## src/tcc_pkg.sv

```systemverilog
/*
 * tcc_pkg: register map, field positions, reset values and mode
 * encodings for the channel 4 register A capture/compare block.
 * Assumes a 32-bit APB slave with one aligned word per register.
 */
package tcc_pkg;
	localparam int ADDR_W = 8;
	localparam int CNT_W = 16;
	localparam int SEL_W = 8;

	localparam logic [ADDR_W-1:0] OFS_IO_SELECT = 8'h00;
	localparam logic [ADDR_W-1:0] OFS_GEN_REG_A = 8'h04;
	localparam logic [ADDR_W-1:0] OFS_BUFFER = 8'h08;
	localparam logic [ADDR_W-1:0] OFS_CONTROL = 8'h0C;
	localparam logic [ADDR_W-1:0] OFS_STATUS = 8'h10;

	// io select field positions
	localparam int SEL_BIT0 = 0;
	localparam int SEL_BIT1 = 1;
	localparam int SEL_BIT2 = 2;
	localparam int SEL_BIT3 = 3;

	// control and status field positions
	localparam int CTL_BUF_EN = 0;
	localparam int STS_CAP_FLAG = 0;
	localparam int STS_PIN_OUT = 1;
	localparam int STS_PIN_IN = 2;

	localparam logic [SEL_W-1:0] RST_IO_SELECT = 8'h00;
	localparam logic [CNT_W-1:0] RST_GEN_REG_A = 16'hFFFF;
	localparam logic [CNT_W-1:0] RST_BUFFER = 16'hFFFF;
	localparam logic RST_BUF_EN = 1'b0;
	localparam logic RST_PIN_LEVEL = 1'b0;

	// low two select bits in output compare function
	localparam logic [1:0] OC_DISABLED = 2'h0;
	localparam logic [1:0] OC_LOW = 2'h1;
	localparam logic [1:0] OC_HIGH = 2'h2;
	localparam logic [1:0] OC_TOGGLE = 2'h3;

	typedef enum {CAP_RISE, CAP_FALL, CAP_BOTH, CAP_CH3} tcc_cap_src_t;
endpackage : tcc_pkg

```

## src/tcc_store_if.sv

```systemverilog
/*
 * tcc_store_if: carries capture events, bus writes and stored values
 * between the control logic and the register A storage.
 * Assumes both ends run on the same pclk.
 */
`timescale 1ns/1ps
interface tcc_store_if;
	import tcc_pkg::*;
	logic cap_evt;
	logic wr_gra;
	logic wr_buf;
	logic buf_en;
	logic [CNT_W-1:0] wdata;
	logic [CNT_W-1:0] count;
	logic [CNT_W-1:0] gra;
	logic [CNT_W-1:0] buf_val;

	modport ctrl (
		output cap_evt, wr_gra, wr_buf, buf_en, wdata, count,
		input gra, buf_val
	);
	modport store (
		input cap_evt, wr_gra, wr_buf, buf_en, wdata, count,
		output gra, buf_val
	);
endinterface : tcc_store_if

```

## src/tcc_edge.sv

```systemverilog
/*
 * tcc_edge: two-flop synchroniser for the capture pin plus edge
 * detection on consecutive synchronised samples.
 * Assumes pin_in is asynchronous to pclk.
 */
`timescale 1ns/1ps
module tcc_edge (
	input wire logic pclk, // peripheral clock
	input wire logic presetn, // async reset, active low
	input wire logic pin_in, // raw pin level
	output logic level, // synchronised level
	output logic rise, // one-cycle pulse per rising edge
	output logic fall // one-cycle pulse per falling edge
);
	logic meta_reg;
	logic sync_reg;
	logic prev_reg;

	// first flop feeds only the second one
	always_ff @(posedge pclk or negedge presetn) begin
		if (!presetn) begin
			meta_reg <= 1'b0;
			sync_reg <= 1'b0;
			prev_reg <= 1'b0;
		end else begin
			meta_reg <= pin_in;
			sync_reg <= meta_reg;
			prev_reg <= sync_reg;
		end
	end

	assign level = sync_reg;
	assign rise = sync_reg & ~prev_reg;
	assign fall = ~sync_reg & prev_reg;
endmodule : tcc_edge

```

## src/tcc_store.sv

```systemverilog
/*
 * tcc_store: general register A and its buffer register, with the
 * priority between bus writes and capture events.
 * Assumes write strobes mark the single commit edge of a bus write.
 */
`timescale 1ns/1ps
module tcc_store (
	input wire logic pclk, // peripheral clock
	input wire logic presetn, // async reset, active low
	tcc_store_if.store st // events, writes and stored values
);
	import tcc_pkg::*;

	always_ff @(posedge pclk or negedge presetn) begin
		if (!presetn) begin
			st.gra <= RST_GEN_REG_A;
		end else if (st.cap_evt) begin
			st.gra <= st.count;
		end else if (st.wr_gra) begin
			st.gra <= st.wdata;
		end
	end

	// in buffer mode the old capture value moves down on each capture
	always_ff @(posedge pclk or negedge presetn) begin
		if (!presetn) begin
			st.buf_val <= RST_BUFFER;
		end else if (st.cap_evt && st.buf_en) begin
			st.buf_val <= st.gra;
		end else if (st.wr_buf) begin
			st.buf_val <= st.wdata;
		end
	end
endmodule : tcc_store

```

## src/tcc_top.sv

```systemverilog
/*
 * tcc_top: channel 4 register A pin-function selection, output
 * compare pin drive, input capture source selection and APB registers.
 * Assumes counter value, compare match and channel 3 event come from
 * timer logic on pclk; the pin input is asynchronous.
 */
// Decided for this implementation: the APB slave port and the address map.
// Function
// top select bit 0: compare register; code 01 drives low, 00 disables.
// compare code 10 drives the pin high on each match.
// compare code 11 toggles the pin on each match.
// select bit 2 gives the initial pin level when output enabled.
// select 1000 captures the counter on a rising pin edge.
// select 1001 captures on a falling pin edge.
// select bits 3..1 equal 101 capture on both pin edges.
// top bits 11 capture on channel 3 register A events.
// a capture in the write commit cycle beats the register A write.
// a capture in the write commit cycle beats the buffer write.
// pin is synchronised; one edge gives exactly one capture event.
`timescale 1ns/1ps
module tcc_top (
	input wire logic pclk, // peripheral clock, 40 MHz
	input wire logic presetn, // async reset, active low
	input wire logic psel, // apb select
	input wire logic penable, // apb enable
	input wire logic pwrite, // apb direction, 1 = write
	input wire logic [tcc_pkg::ADDR_W-1:0] paddr, // apb byte address
	input wire logic [31:0] pwdata, // apb write data
	output logic [31:0] prdata, // apb read data
	output logic pready, // apb ready
	output logic pslverr, // apb error on unmapped address
	input wire logic [tcc_pkg::CNT_W-1:0] count_value, // timer counter
	input wire logic compare_match, // match pulse on register A
	input wire logic ch3_event, // ch3 register A match/capture pulse
	input wire logic pin_in, // capture/compare pin input
	output logic pin_out, // capture/compare pin output level
	output logic pin_oe // pin output enable, high while driving
);
	import tcc_pkg::*;

	tcc_store_if st ();

	logic [SEL_W-1:0] sel_reg;
	logic buf_en_reg;
	logic cap_flag_reg;
	logic pin_level_reg;
	logic pin_oe_reg;
	logic pready_reg;
	logic pslverr_reg;
	logic [31:0] prdata_reg;
	logic pin_sync;
	logic pin_rise;
	logic pin_fall;
	logic acc_first;
	logic commit;
	logic wr_sel;
	logic [31:0] rd_word;
	logic cap_evt;
	tcc_cap_src_t cap_src;

	// true when the select value makes register A drive the pin
	function automatic logic oc_drives(input logic [SEL_W-1:0] s);
		oc_drives = !s[SEL_BIT3] && (s[SEL_BIT1:SEL_BIT0] != OC_DISABLED);
	endfunction : oc_drives

	function automatic logic mapped(input logic [ADDR_W-1:0] a);
		mapped = (a == OFS_IO_SELECT) || (a == OFS_GEN_REG_A) ||
			(a == OFS_BUFFER) || (a == OFS_CONTROL) ||
			(a == OFS_STATUS);
	endfunction : mapped

	// a register write takes effect at the commit edge only
	function automatic logic wr_hit(input logic c, input logic w,
			input logic [ADDR_W-1:0] a, input logic [ADDR_W-1:0] ofs);
		wr_hit = c && w && (a == ofs);
	endfunction : wr_hit

	tcc_edge u_edge (
		.pclk(pclk),
		.presetn(presetn),
		.pin_in(pin_in),
		.level(pin_sync),
		.rise(pin_rise),
		.fall(pin_fall)
	);

	tcc_store u_store (
		.pclk(pclk),
		.presetn(presetn),
		.st(st)
	);

	// one wait state keeps every bus output on a flop
	assign acc_first = psel && penable && !pready_reg;
	assign commit = psel && penable && pready_reg;
	assign wr_sel = wr_hit(commit, pwrite, paddr, OFS_IO_SELECT);

	always_comb begin
		if (sel_reg[SEL_BIT2] && sel_reg[SEL_BIT3]) begin
			cap_src = CAP_CH3;
		end else if (sel_reg[SEL_BIT1]) begin
			cap_src = CAP_BOTH;
		end else if (sel_reg[SEL_BIT0]) begin
			cap_src = CAP_FALL;
		end else begin
			cap_src = CAP_RISE;
		end
	end

	always_comb begin
		cap_evt = 1'b0;
		if (sel_reg[SEL_BIT3]) begin
			case (cap_src)
				CAP_RISE: cap_evt = pin_rise;
				CAP_FALL: cap_evt = pin_fall;
				CAP_BOTH: cap_evt = pin_rise | pin_fall;
				CAP_CH3: cap_evt = ch3_event;
				default: cap_evt = 1'b0;
			endcase
		end
	end

	assign st.cap_evt = cap_evt;
	assign st.wr_gra = wr_hit(commit, pwrite, paddr, OFS_GEN_REG_A);
	assign st.wr_buf = wr_hit(commit, pwrite, paddr, OFS_BUFFER);
	assign st.buf_en = buf_en_reg;
	assign st.wdata = pwdata[CNT_W-1:0];
	assign st.count = count_value;

	always_ff @(posedge pclk or negedge presetn) begin
		if (!presetn) begin
			sel_reg <= RST_IO_SELECT;
		end else if (wr_sel) begin
			sel_reg <= pwdata[SEL_W-1:0];
		end
	end

	always_ff @(posedge pclk or negedge presetn) begin
		if (!presetn) begin
			buf_en_reg <= RST_BUF_EN;
		end else if (wr_hit(commit, pwrite, paddr, OFS_CONTROL)) begin
			buf_en_reg <= pwdata[CTL_BUF_EN];
		end
	end

	// hardware set wins over a write-one-to-clear in the same cycle
	always_ff @(posedge pclk or negedge presetn) begin
		if (!presetn) begin
			cap_flag_reg <= 1'b0;
		end else if (cap_evt) begin
			cap_flag_reg <= 1'b1;
		end else if (wr_hit(commit, pwrite, paddr, OFS_STATUS) &&
				pwdata[STS_CAP_FLAG]) begin
			cap_flag_reg <= 1'b0;
		end
	end

	// a select write loads the initial level; a match in that same
	// cycle is lost because the new mode is not yet in force
	always_ff @(posedge pclk or negedge presetn) begin
		if (!presetn) begin
			pin_level_reg <= RST_PIN_LEVEL;
		end else if (wr_sel) begin
			if (oc_drives(pwdata[SEL_W-1:0])) begin
				pin_level_reg <= pwdata[SEL_BIT2];
			end
		end else if (oc_drives(sel_reg) && compare_match) begin
			case (sel_reg[SEL_BIT1:SEL_BIT0])
				OC_LOW: pin_level_reg <= 1'b0;
				OC_HIGH: pin_level_reg <= 1'b1;
				OC_TOGGLE: pin_level_reg <= ~pin_level_reg;
				default: pin_level_reg <= pin_level_reg;
			endcase
		end
	end

	always_ff @(posedge pclk or negedge presetn) begin
		if (!presetn) begin
			pin_oe_reg <= 1'b0;
		end else if (wr_sel) begin
			pin_oe_reg <= oc_drives(pwdata[SEL_W-1:0]);
		end
	end

	always_ff @(posedge pclk or negedge presetn) begin
		if (!presetn) begin
			pready_reg <= 1'b0;
		end else begin
			pready_reg <= acc_first;
		end
	end

	always_ff @(posedge pclk or negedge presetn) begin
		if (!presetn) begin
			pslverr_reg <= 1'b0;
		end else begin
			pslverr_reg <= acc_first && !mapped(paddr);
		end
	end

	always_ff @(posedge pclk or negedge presetn) begin
		if (!presetn) begin
			prdata_reg <= 32'h0000_0000;
		end else if (acc_first && !pwrite) begin
			prdata_reg <= rd_word;
		end
	end

	// unmapped offsets and unused bits read zero
	always_comb begin
		rd_word = 32'h0000_0000;
		if (paddr == OFS_IO_SELECT) begin
			rd_word[SEL_W-1:0] = sel_reg;
		end else if (paddr == OFS_GEN_REG_A) begin
			rd_word[CNT_W-1:0] = st.gra;
		end else if (paddr == OFS_BUFFER) begin
			rd_word[CNT_W-1:0] = st.buf_val;
		end else if (paddr == OFS_CONTROL) begin
			rd_word[CTL_BUF_EN] = buf_en_reg;
		end else if (paddr == OFS_STATUS) begin
			rd_word[STS_CAP_FLAG] = cap_flag_reg;
			rd_word[STS_PIN_OUT] = pin_level_reg;
			rd_word[STS_PIN_IN] = pin_sync;
		end
	end

	assign prdata = prdata_reg;
	assign pready = pready_reg;
	assign pslverr = pslverr_reg;
	assign pin_out = pin_level_reg;
	assign pin_oe = pin_oe_reg;
endmodule : tcc_top

```

## config.mk

```make
export PLATFORM = sky130hd
export DESIGN_NAME = tcc_top
export DESIGN_NICKNAME = d
export VERILOG_FILES = /design/src/tcc_pkg.sv /design/src/tcc_store_if.sv /design/src/tcc_edge.sv /design/src/tcc_store.sv /design/src/tcc_top.sv
export SDC_FILE = /design/constraint.sdc
export NUM_CORES = 1
export LEC_CHECK = 0
export ABC_CLOCK_PERIOD_IN_PS = 2000
export BUFFER_PORTS_ARGS = -buffer_cell sky130_fd_sc_hd__buf_2
export CAP_MARGIN = 20
export CORE_UTILIZATION = 45
export CTS_CLUSTER_DIAMETER = 120
export CTS_CLUSTER_SIZE = 30
export DETAILED_ROUTE_END_ITERATION = 8
export PLACE_DENSITY = 0.73
export SLEW_MARGIN = 20
export SYNTH_ARGS = -nofsm -noshare
export SYNTH_HDL_FRONTEND = slang
export SYNTH_SLANG_ARGS = --single-unit
```

## constraint.sdc

```tcl
create_clock -name pclk -period 2 [get_ports pclk]
set_input_delay 0.5 -clock pclk [delete_from_list [all_inputs] [get_ports pclk]]
set_output_delay 0.5 -clock pclk [all_outputs]
set_load 0.005 [all_outputs]
```

; Yosys cells after proc, flatten, opt, wreduce, memory -nomap -nowiden
; Cells that the tools add are included.
[classes]
n_eq_ne = 11
muxes = 23
reduce_logical = 36
bitwise = 6
[ops]
columns = operator, n
row1 = 16-bit 2-to-1 mux, 5
row2 = "32-bit by 2-bit equality test with 1-bit output, second input constant", 2
row3 = 32-bit 2-to-1 mux, 2
row4 = "32-bit by 1-bit equality test with 1-bit output, second input constant", 1
row5 = 32-bit zero test, 1
row6 = 1-bit logical AND, 17
row7 = "8-bit by 4-bit equality test with 1-bit output, second input constant", 2
row8 = 8-bit 2-to-1 mux, 2
row9 = 13-bit 2-to-1 mux, 1
row10 = 2-bit nonzero test, 6
row11 = "8-bit by 3-bit equality test with 1-bit output, second input constant", 1
row12 = "8-bit by 5-bit equality test with 1-bit output, second input constant", 1
row13 = 8-bit zero test, 1
row14 = 1-bit 2-to-1 mux, 8
row15 = 3-bit 2-to-1 mux, 2
row16 = 1-bit zero test, 5
row17 = "2-bit equality test, second input constant", 2
row18 = 1-bit logical OR, 4
row19 = 1-bit case mux with 4 select lines, 1
row20 = 4-bit nonzero test, 1
row21 = 1-bit NOT, 3
row22 = 1-bit case mux with 3 select lines, 1
row23 = 3-bit AND reduction, 1
row24 = 1-bit AND, 2
row25 = other kinds (4), 4
[totals]
register_bits = 65
in_bits = 64
output_inout_bits = 36
elab_cells = 89

; Depth between registers and ports, before layout
[depth]
depth_word = 8
mapped_depth = 7
depth_no_buf = 6

; Cells and area by module
; From an unflattened synthesis, not the netlist that was laid out.
[unflattened]
hier_cells = 351
hier_area_um2 = 3512.1
[by_module_without_submodules]
columns = module, instances, area_each_um2, cells_per_inst, seq_area_each_um2
row1 = tcc_top, 1, 1834.3, 205, 750.7
row2 = tcc_store, 1, 1587.8, 141, 840.8
row3 = tcc_edge, 1, 90.1, 5, 75.1

; Worst setup path before layout
; Ideal clock, no wire load.
[synth_path]
path_kind = in2reg
from = input port paddr[4] (netlist bit)
to = register u_store.st.gra[10]
setup_time_ns = 0.082
slack_ns = -0.088
arrival_time_ns = 2.006
path_buffers = 1
t_required_ns = 1.918
path_stages = 5
cell_sequence = nor4_4 > nand4_4 > buf_6 > mux2_4 > mux2_4
[synth_via]
elab_chain_len = 3
[synth_rtl]
columns = element, line_no
row1 = start: declaration, tcc_top.sv:27  ; input wire logic [tcc_pkg::ADDR_W-1:0] paddr,
row2 = 8-bit by 3-bit equality test with 1-bit output, tcc_top.sv:75  ; wr_hit = c && w && (a == ofs);
row3 = 1-bit logical AND, tcc_top.sv:75
row4 = 2-bit nonzero test (no source line), n/a
row5 = end signal: assignment, tcc_store.sv:18  ; st.gra <= st.count;
row6 = end signal: assignment, tcc_store.sv:20  ; st.gra <= st.wdata;
row7 = end: declaration, tcc_store_if.sv:24  ; output gra, buf_val
; Every way passes these cells.
; A chain may end at the register's enable or synchronous reset.

; Worst setup path after layout
[layout_path]
from = register sel_reg[1]
to = register u_store.st.buf_val[9]
[layout_via]
elab_chain_len = 7
elab_cells_between_ends = 11
cone_classes = eq/ne (3) / mux (5) / reduce/logical (3)
[layout_rtl]
columns = element, line_no
row1 = start: declaration, tcc_top.sv:43  ; logic [SEL_W-1:0] sel_reg;
row2 = start signal: assignment, tcc_top.sv:134  ; sel_reg <= pwdata[SEL_W-1:0];
row3 = 32-bit 2-to-1 mux *, tcc_top.sv:101  ; end else if (sel_reg[SEL_BIT1]) begin
row4 = 32-bit 2-to-1 mux *, tcc_top.sv:99  ; if (sel_reg[SEL_BIT2] && sel_reg[SEL_BIT3]) begin
row5 = "32-bit by 2-bit equality test with 1-bit output, or another cell as far along", tcc_top.sv:113  ; case (cap_src)
row6 = 1-bit case mux with 4 select lines *, tcc_top.sv:113
row7 = 1-bit 2-to-1 mux *, tcc_top.sv:112  ; if (sel_reg[SEL_BIT3]) begin
row8 = 1-bit logical AND *, tcc_store.sv:28  ; end else if (st.cap_evt && st.buf_en) begin
row9 = 16-bit 2-to-1 mux or 2-bit nonzero test (tied branches), n/a
row10 = end signal: assignment, tcc_store.sv:29  ; st.buf_val <= st.gra;
row11 = end signal: assignment, tcc_store.sv:31  ; st.buf_val <= st.wdata;
row12 = end: declaration, tcc_store_if.sv:24
; Mark *: on every way between the ends. The rest lies on a longest branch, timed or not.

==> impl_metrics.prom <==
# TYPE chip_impl_metric gauge
chip_impl_metric{name="via_per_inst",unit=""} 5.33
chip_impl_metric{name="maximum_net_fanout_on_the_critical_path",unit=""} 7
chip_impl_metric{name="total_negative_slack",unit="ns"} 0
chip_impl_metric{name="cts_made_buffers",unit=""} 9
chip_impl_metric{name="first_global_vias",unit=""} 2696
chip_impl_metric{name="reg_clk_slew_reported_paths",unit="ns"} 0.07
chip_impl_metric{name="cts_sinks",unit=""} 65
chip_impl_metric{name="postRouteAntennaNets",unit=""} 0
chip_impl_metric{name="cts_hold_bufs",unit=""} 0
chip_impl_metric{name="clock_path_buffers",unit=""} 2
chip_impl_metric{name="postLayoutCellArea",unit="sq um"} 4500
chip_impl_info{name="synth_area_leader_cell",value="sky130_fd_sc_hd__dfstp_2"} 1
chip_impl_metric{name="fp.dieArea",unit="sq um"} 8330
chip_impl_info{name="globalRoute.busiestLayer",value="met2"} 1
chip_impl_metric{name="timing_hold_violations_final",unit=""} 0
chip_impl_metric{name="finalWeightedCongestion",unit=""} 0.871
chip_impl_info{name="synth_top_cells_by_count",value="53 x sky130_fd_sc_hd__mux2_2, 33 x sky130_fd_sc_hd__dfrtp_1, 32 x sky130_fd_sc_hd__dfstp_2, 20 x sky130_fd_sc_hd__mux2_4"} 1
chip_impl_metric{name="hpwl",unit="um"} 5880
chip_impl_metric{name="drt_drc_violations_left",unit=""} 0
chip_impl_metric{name="worst_path_largest_cell_delay",unit="ns"} 0.45
chip_impl_metric{name="wl_per_cell",unit="um"} 16.7
chip_impl_info{name="critPathKind",value="reg2reg"} 1
chip_impl_metric{name="antenna_cells_inserted",unit=""} 0
chip_impl_metric{name="cp_num_buf_inv",unit=""} 2
chip_impl_metric{name="power.leakage",unit="nW"} 2.16
chip_impl_info{name="grt_setup_unrepaired",value="true"} 1
chip_impl_metric{name="timing_max_transition_violations_final",unit=""} 0
chip_impl_metric{name="gr-usage-met1",unit="%"} 28.1
chip_impl_info{name="synthTopCellsByArea",value="sky130_fd_sc_hd__dfstp_2 23%, sky130_fd_sc_hd__dfrtp_1 23%, sky130_fd_sc_hd__mux2_2 17%"} 1
chip_impl_metric{name="initial_antenna_violation_count",unit=""} 0
chip_impl_metric{name="initial_utilization",unit="%"} 46.4
chip_impl_info{name="worstHoldPathType",value="in2async"} 1
chip_impl_metric{name="drt_pass1_iterations",unit=""} 4
chip_impl_metric{name="violation_count_after_the_first_detailed_routing_iteration",unit=""} 156
chip_impl_metric{name="pin_count",unit=""} 100
chip_impl_metric{name="die-height",unit="um"} 91.3
chip_impl_metric{name="final.period_utilization",unit="%"} 96.7
chip_impl_metric{name="avgSynthCellArea",unit="sq um"} 12.3
chip_impl_metric{name="wirelength",unit="um"} 8260
chip_impl_metric{name="synth.yosys.seq_area_share",unit="%"} 46.5
chip_impl_metric{name="drive_gt1_share",unit="%"} 58.9
chip_impl_metric{name="grt_max_degree",unit=""} 28
chip_impl_info{name="status",value="completed"} 1
chip_impl_metric{name="netlist-cell-type-count",unit=""} 54
chip_impl_metric{name="ys_warn_count",unit=""} 0
chip_impl_metric{name="fin_nets",unit=""} 457
chip_impl_metric{name="setup-violations-final",unit=""} 0
chip_impl_metric{name="clkLatencyLatePin",unit="ns"} 0.35
chip_impl_metric{name="synth-edff-count",unit=""} 0
chip_impl_metric{name="min_cycle_time_layout",unit="ns"} 1.93
chip_impl_metric{name="dpl_cell_area",unit="sq um"} 4230
chip_impl_metric{name="vias",unit=""} 2632
chip_impl_info{name="path_cells",value="inv_1 > ha_1 > nand2_1 > a21oi_4 > o31ai_4 > buf_4 > mux2_2"} 1
chip_impl_metric{name="die_width",unit="um"} 91.3
chip_impl_metric{name="crit_required",unit="ns"} 2.28
chip_impl_metric{name="syn-instance-count",unit=""} 292
chip_impl_metric{name="cp.arrival",unit="ns"} 2.21
chip_impl_info{name="post-synth-top-count-cell",value="sky130_fd_sc_hd__mux2_2"} 1
chip_impl_info{name="cpLargestDelayFamily",value="flip-flops"} 1
chip_impl_metric{name="cts.repair_timing.setup_buffer_count",unit=""} 0
chip_impl_metric{name="grt.met3_usage",unit="%"} 4.69
chip_impl_metric{name="dp.cells",unit=""} 478
chip_impl_metric{name="grt_use_total",unit="%"} 21.6
chip_impl_metric{name="synth.ff_latch_count",unit=""} 65
chip_impl_metric{name="max_clock_freq",unit="GHz"} 0.517
chip_impl_info{name="critical_path.slowest_cell",value="sky130_fd_sc_hd__dfrtp_2"} 1
chip_impl_metric{name="max-vdd-ir-drop",unit="uV"} 578
chip_impl_metric{name="max_capacitance_violation_total",unit=""} 0
chip_impl_metric{name="grt_pass1_wl",unit="um"} 13600
chip_impl_metric{name="port_buffers",unit=""} 67
chip_impl_info{name="setup.worst_path.end_class",value="register"} 1
chip_impl_info{name="clock_tree.root_cell",value="sky130_fd_sc_hd__clkbuf_8"} 1
chip_impl_metric{name="final_cell_count_no_fill",unit=""} 494
chip_impl_metric{name="mappedNetlistArea",unit="sq um"} 3590
chip_impl_metric{name="yosys_top_cell_area_share",unit="%"} 23.4
chip_impl_metric{name="globalRoute.totalOverflow",unit=""} 0
chip_impl_info{name="cts_tree",value="yes"} 1
chip_impl_metric{name="power.density",unit="nW/um^2"} 655
chip_impl_info{name="synth-main-ff-cell",value="sky130_fd_sc_hd__dfrtp_1"} 1
chip_impl_metric{name="global_routing_usage_on_met2",unit="%"} 34.2
chip_impl_metric{name="core-area",unit="sq um"} 7730
chip_impl_metric{name="core.rowCount",unit=""} 32
chip_impl_metric{name="synthArstFlopShare",unit="%"} 100
chip_impl_info{name="worstSetupStartpointType",value="register"} 1
chip_impl_metric{name="finalClockSkew",unit="ns"} 0.00860
chip_impl_metric{name="synthToLayoutAreaGrowth",unit="%"} 25.4
chip_impl_metric{name="ctsHtreeMaxLevel",unit=""} 3
==> stage by stage <==
stage	worst slack [ns]	utilization, %	power [mW]	hold slack, ns
after floorplan	-0.0811	-	1.57	0.204
after global placement	-0.0313	54.8	1.71	0.334
after detailed placement	-0.0500	54.8	1.72	0.356
after CTS	0.0172	57.7	2.97	0.122
after global routing	-0.0160	58.2	3.07	0.127
final	0.0656	58.2	2.95	0.112
==> layer usage <==
metal	routed length, um	share of wire (%)	vias to the layer above
met5	0	0	-
met4	238	2.9	0
met3	411	5.0	21
met2	4060	49	84
met1	3560	43	1288
li1	-	-	1239
==> placed cells by master (no fill, tap or decap), types with 2 or more instances in the layout <==
cell type and count:
sky130_fd_sc_hd__ha_1 6, sky130_fd_sc_hd__mux2_2 53, sky130_fd_sc_hd__a22oi_1 8, sky130_fd_sc_hd__nor3_1 3
sky130_fd_sc_hd__clkinv_2 2, sky130_fd_sc_hd__clkbuf_8 10, sky130_fd_sc_hd__dfrtp_1 32, sky130_fd_sc_hd__a21oi_1 4
sky130_fd_sc_hd__inv_1 8, sky130_fd_sc_hd__and2_1 2, sky130_fd_sc_hd__or3_1 2, sky130_fd_sc_hd__or4_1 2
sky130_fd_sc_hd__and3_1 2, sky130_fd_sc_hd__a221oi_1 5, sky130_fd_sc_hd__and3b_1 2, sky130_fd_sc_hd__nand3_1 6
sky130_fd_sc_hd__bufinv_16 2, sky130_fd_sc_hd__conb_1 16, sky130_fd_sc_hd__buf_12 6, sky130_fd_sc_hd__o211ai_1 2
sky130_fd_sc_hd__buf_4 24, sky130_fd_sc_hd__nor2_1 11, sky130_fd_sc_hd__o22ai_1 7, sky130_fd_sc_hd__nand2_1 16
sky130_fd_sc_hd__mux2_4 20, sky130_fd_sc_hd__dfstp_2 32, sky130_fd_sc_hd__o21ai_0 9, sky130_fd_sc_hd__buf_2 67
==> power by group <==
part	switching, mW	internal, mW	leakage (nW)
combinational	0.141	0.144	1.28
clock	0.513	0.734	0.113
sequential	0.0344	1.38	0.764
total	0.688	2.26	2.16
==> path summary, 6_finish.rpt <==
| path | start | end | slack [ns] | cells past startpoint |
|---|---|---|---|---|
| setup reg to reg | sel_reg[1] | u_store.st.buf_val[9] | 0.07 | 7 |
| setup / recovery | sel_reg[1] | u_store.st.buf_val[9] | 0.07 | 7 |
| min in group pclk | pin_in | u_edge.meta_reg | 0.26 | 1 |
| hold / removal | presetn | sel_reg[0] | 0.11 | 1 |
| max in group asynchronous | presetn | u_store.st.gra[10] | 1.30 | 2 |
| hold reg to reg | u_edge.meta_reg | u_edge.level | 0.35 | 0 |
==> kinds of logic after synthesis <==
logic type	Yosys count	synth area share (%)
AO/OA/AOI/OAI	48	9.53
other	1	0.105
adder cells (fa/ha/maj)	6	2.09
buffers and inverters	37	6.07
flip-flops	65	46.5
multiplexers	73	25.0
AND/OR/NAND/NOR	62	10.7
==> what timing repair did <==
action,CTS,global route
pin swaps,0,0
setup endpoints to repair,16,32
hold endpoints to repair,0,0
gates resized for setup,1,6
==> area by class of cell <==
type | count | area (sq um)
clock buffer | 11 | 141
timing repair buffer | 98 | 647
inverter | 8 | 30.0
fill | 656 | 3230
sequential | 65 | 1670
clock inverter | 5 | 78.8
tap | 102 | 128
multi-input combinational | 205 | 1800
No activity file was read; power rests on OpenSTA's default activity.
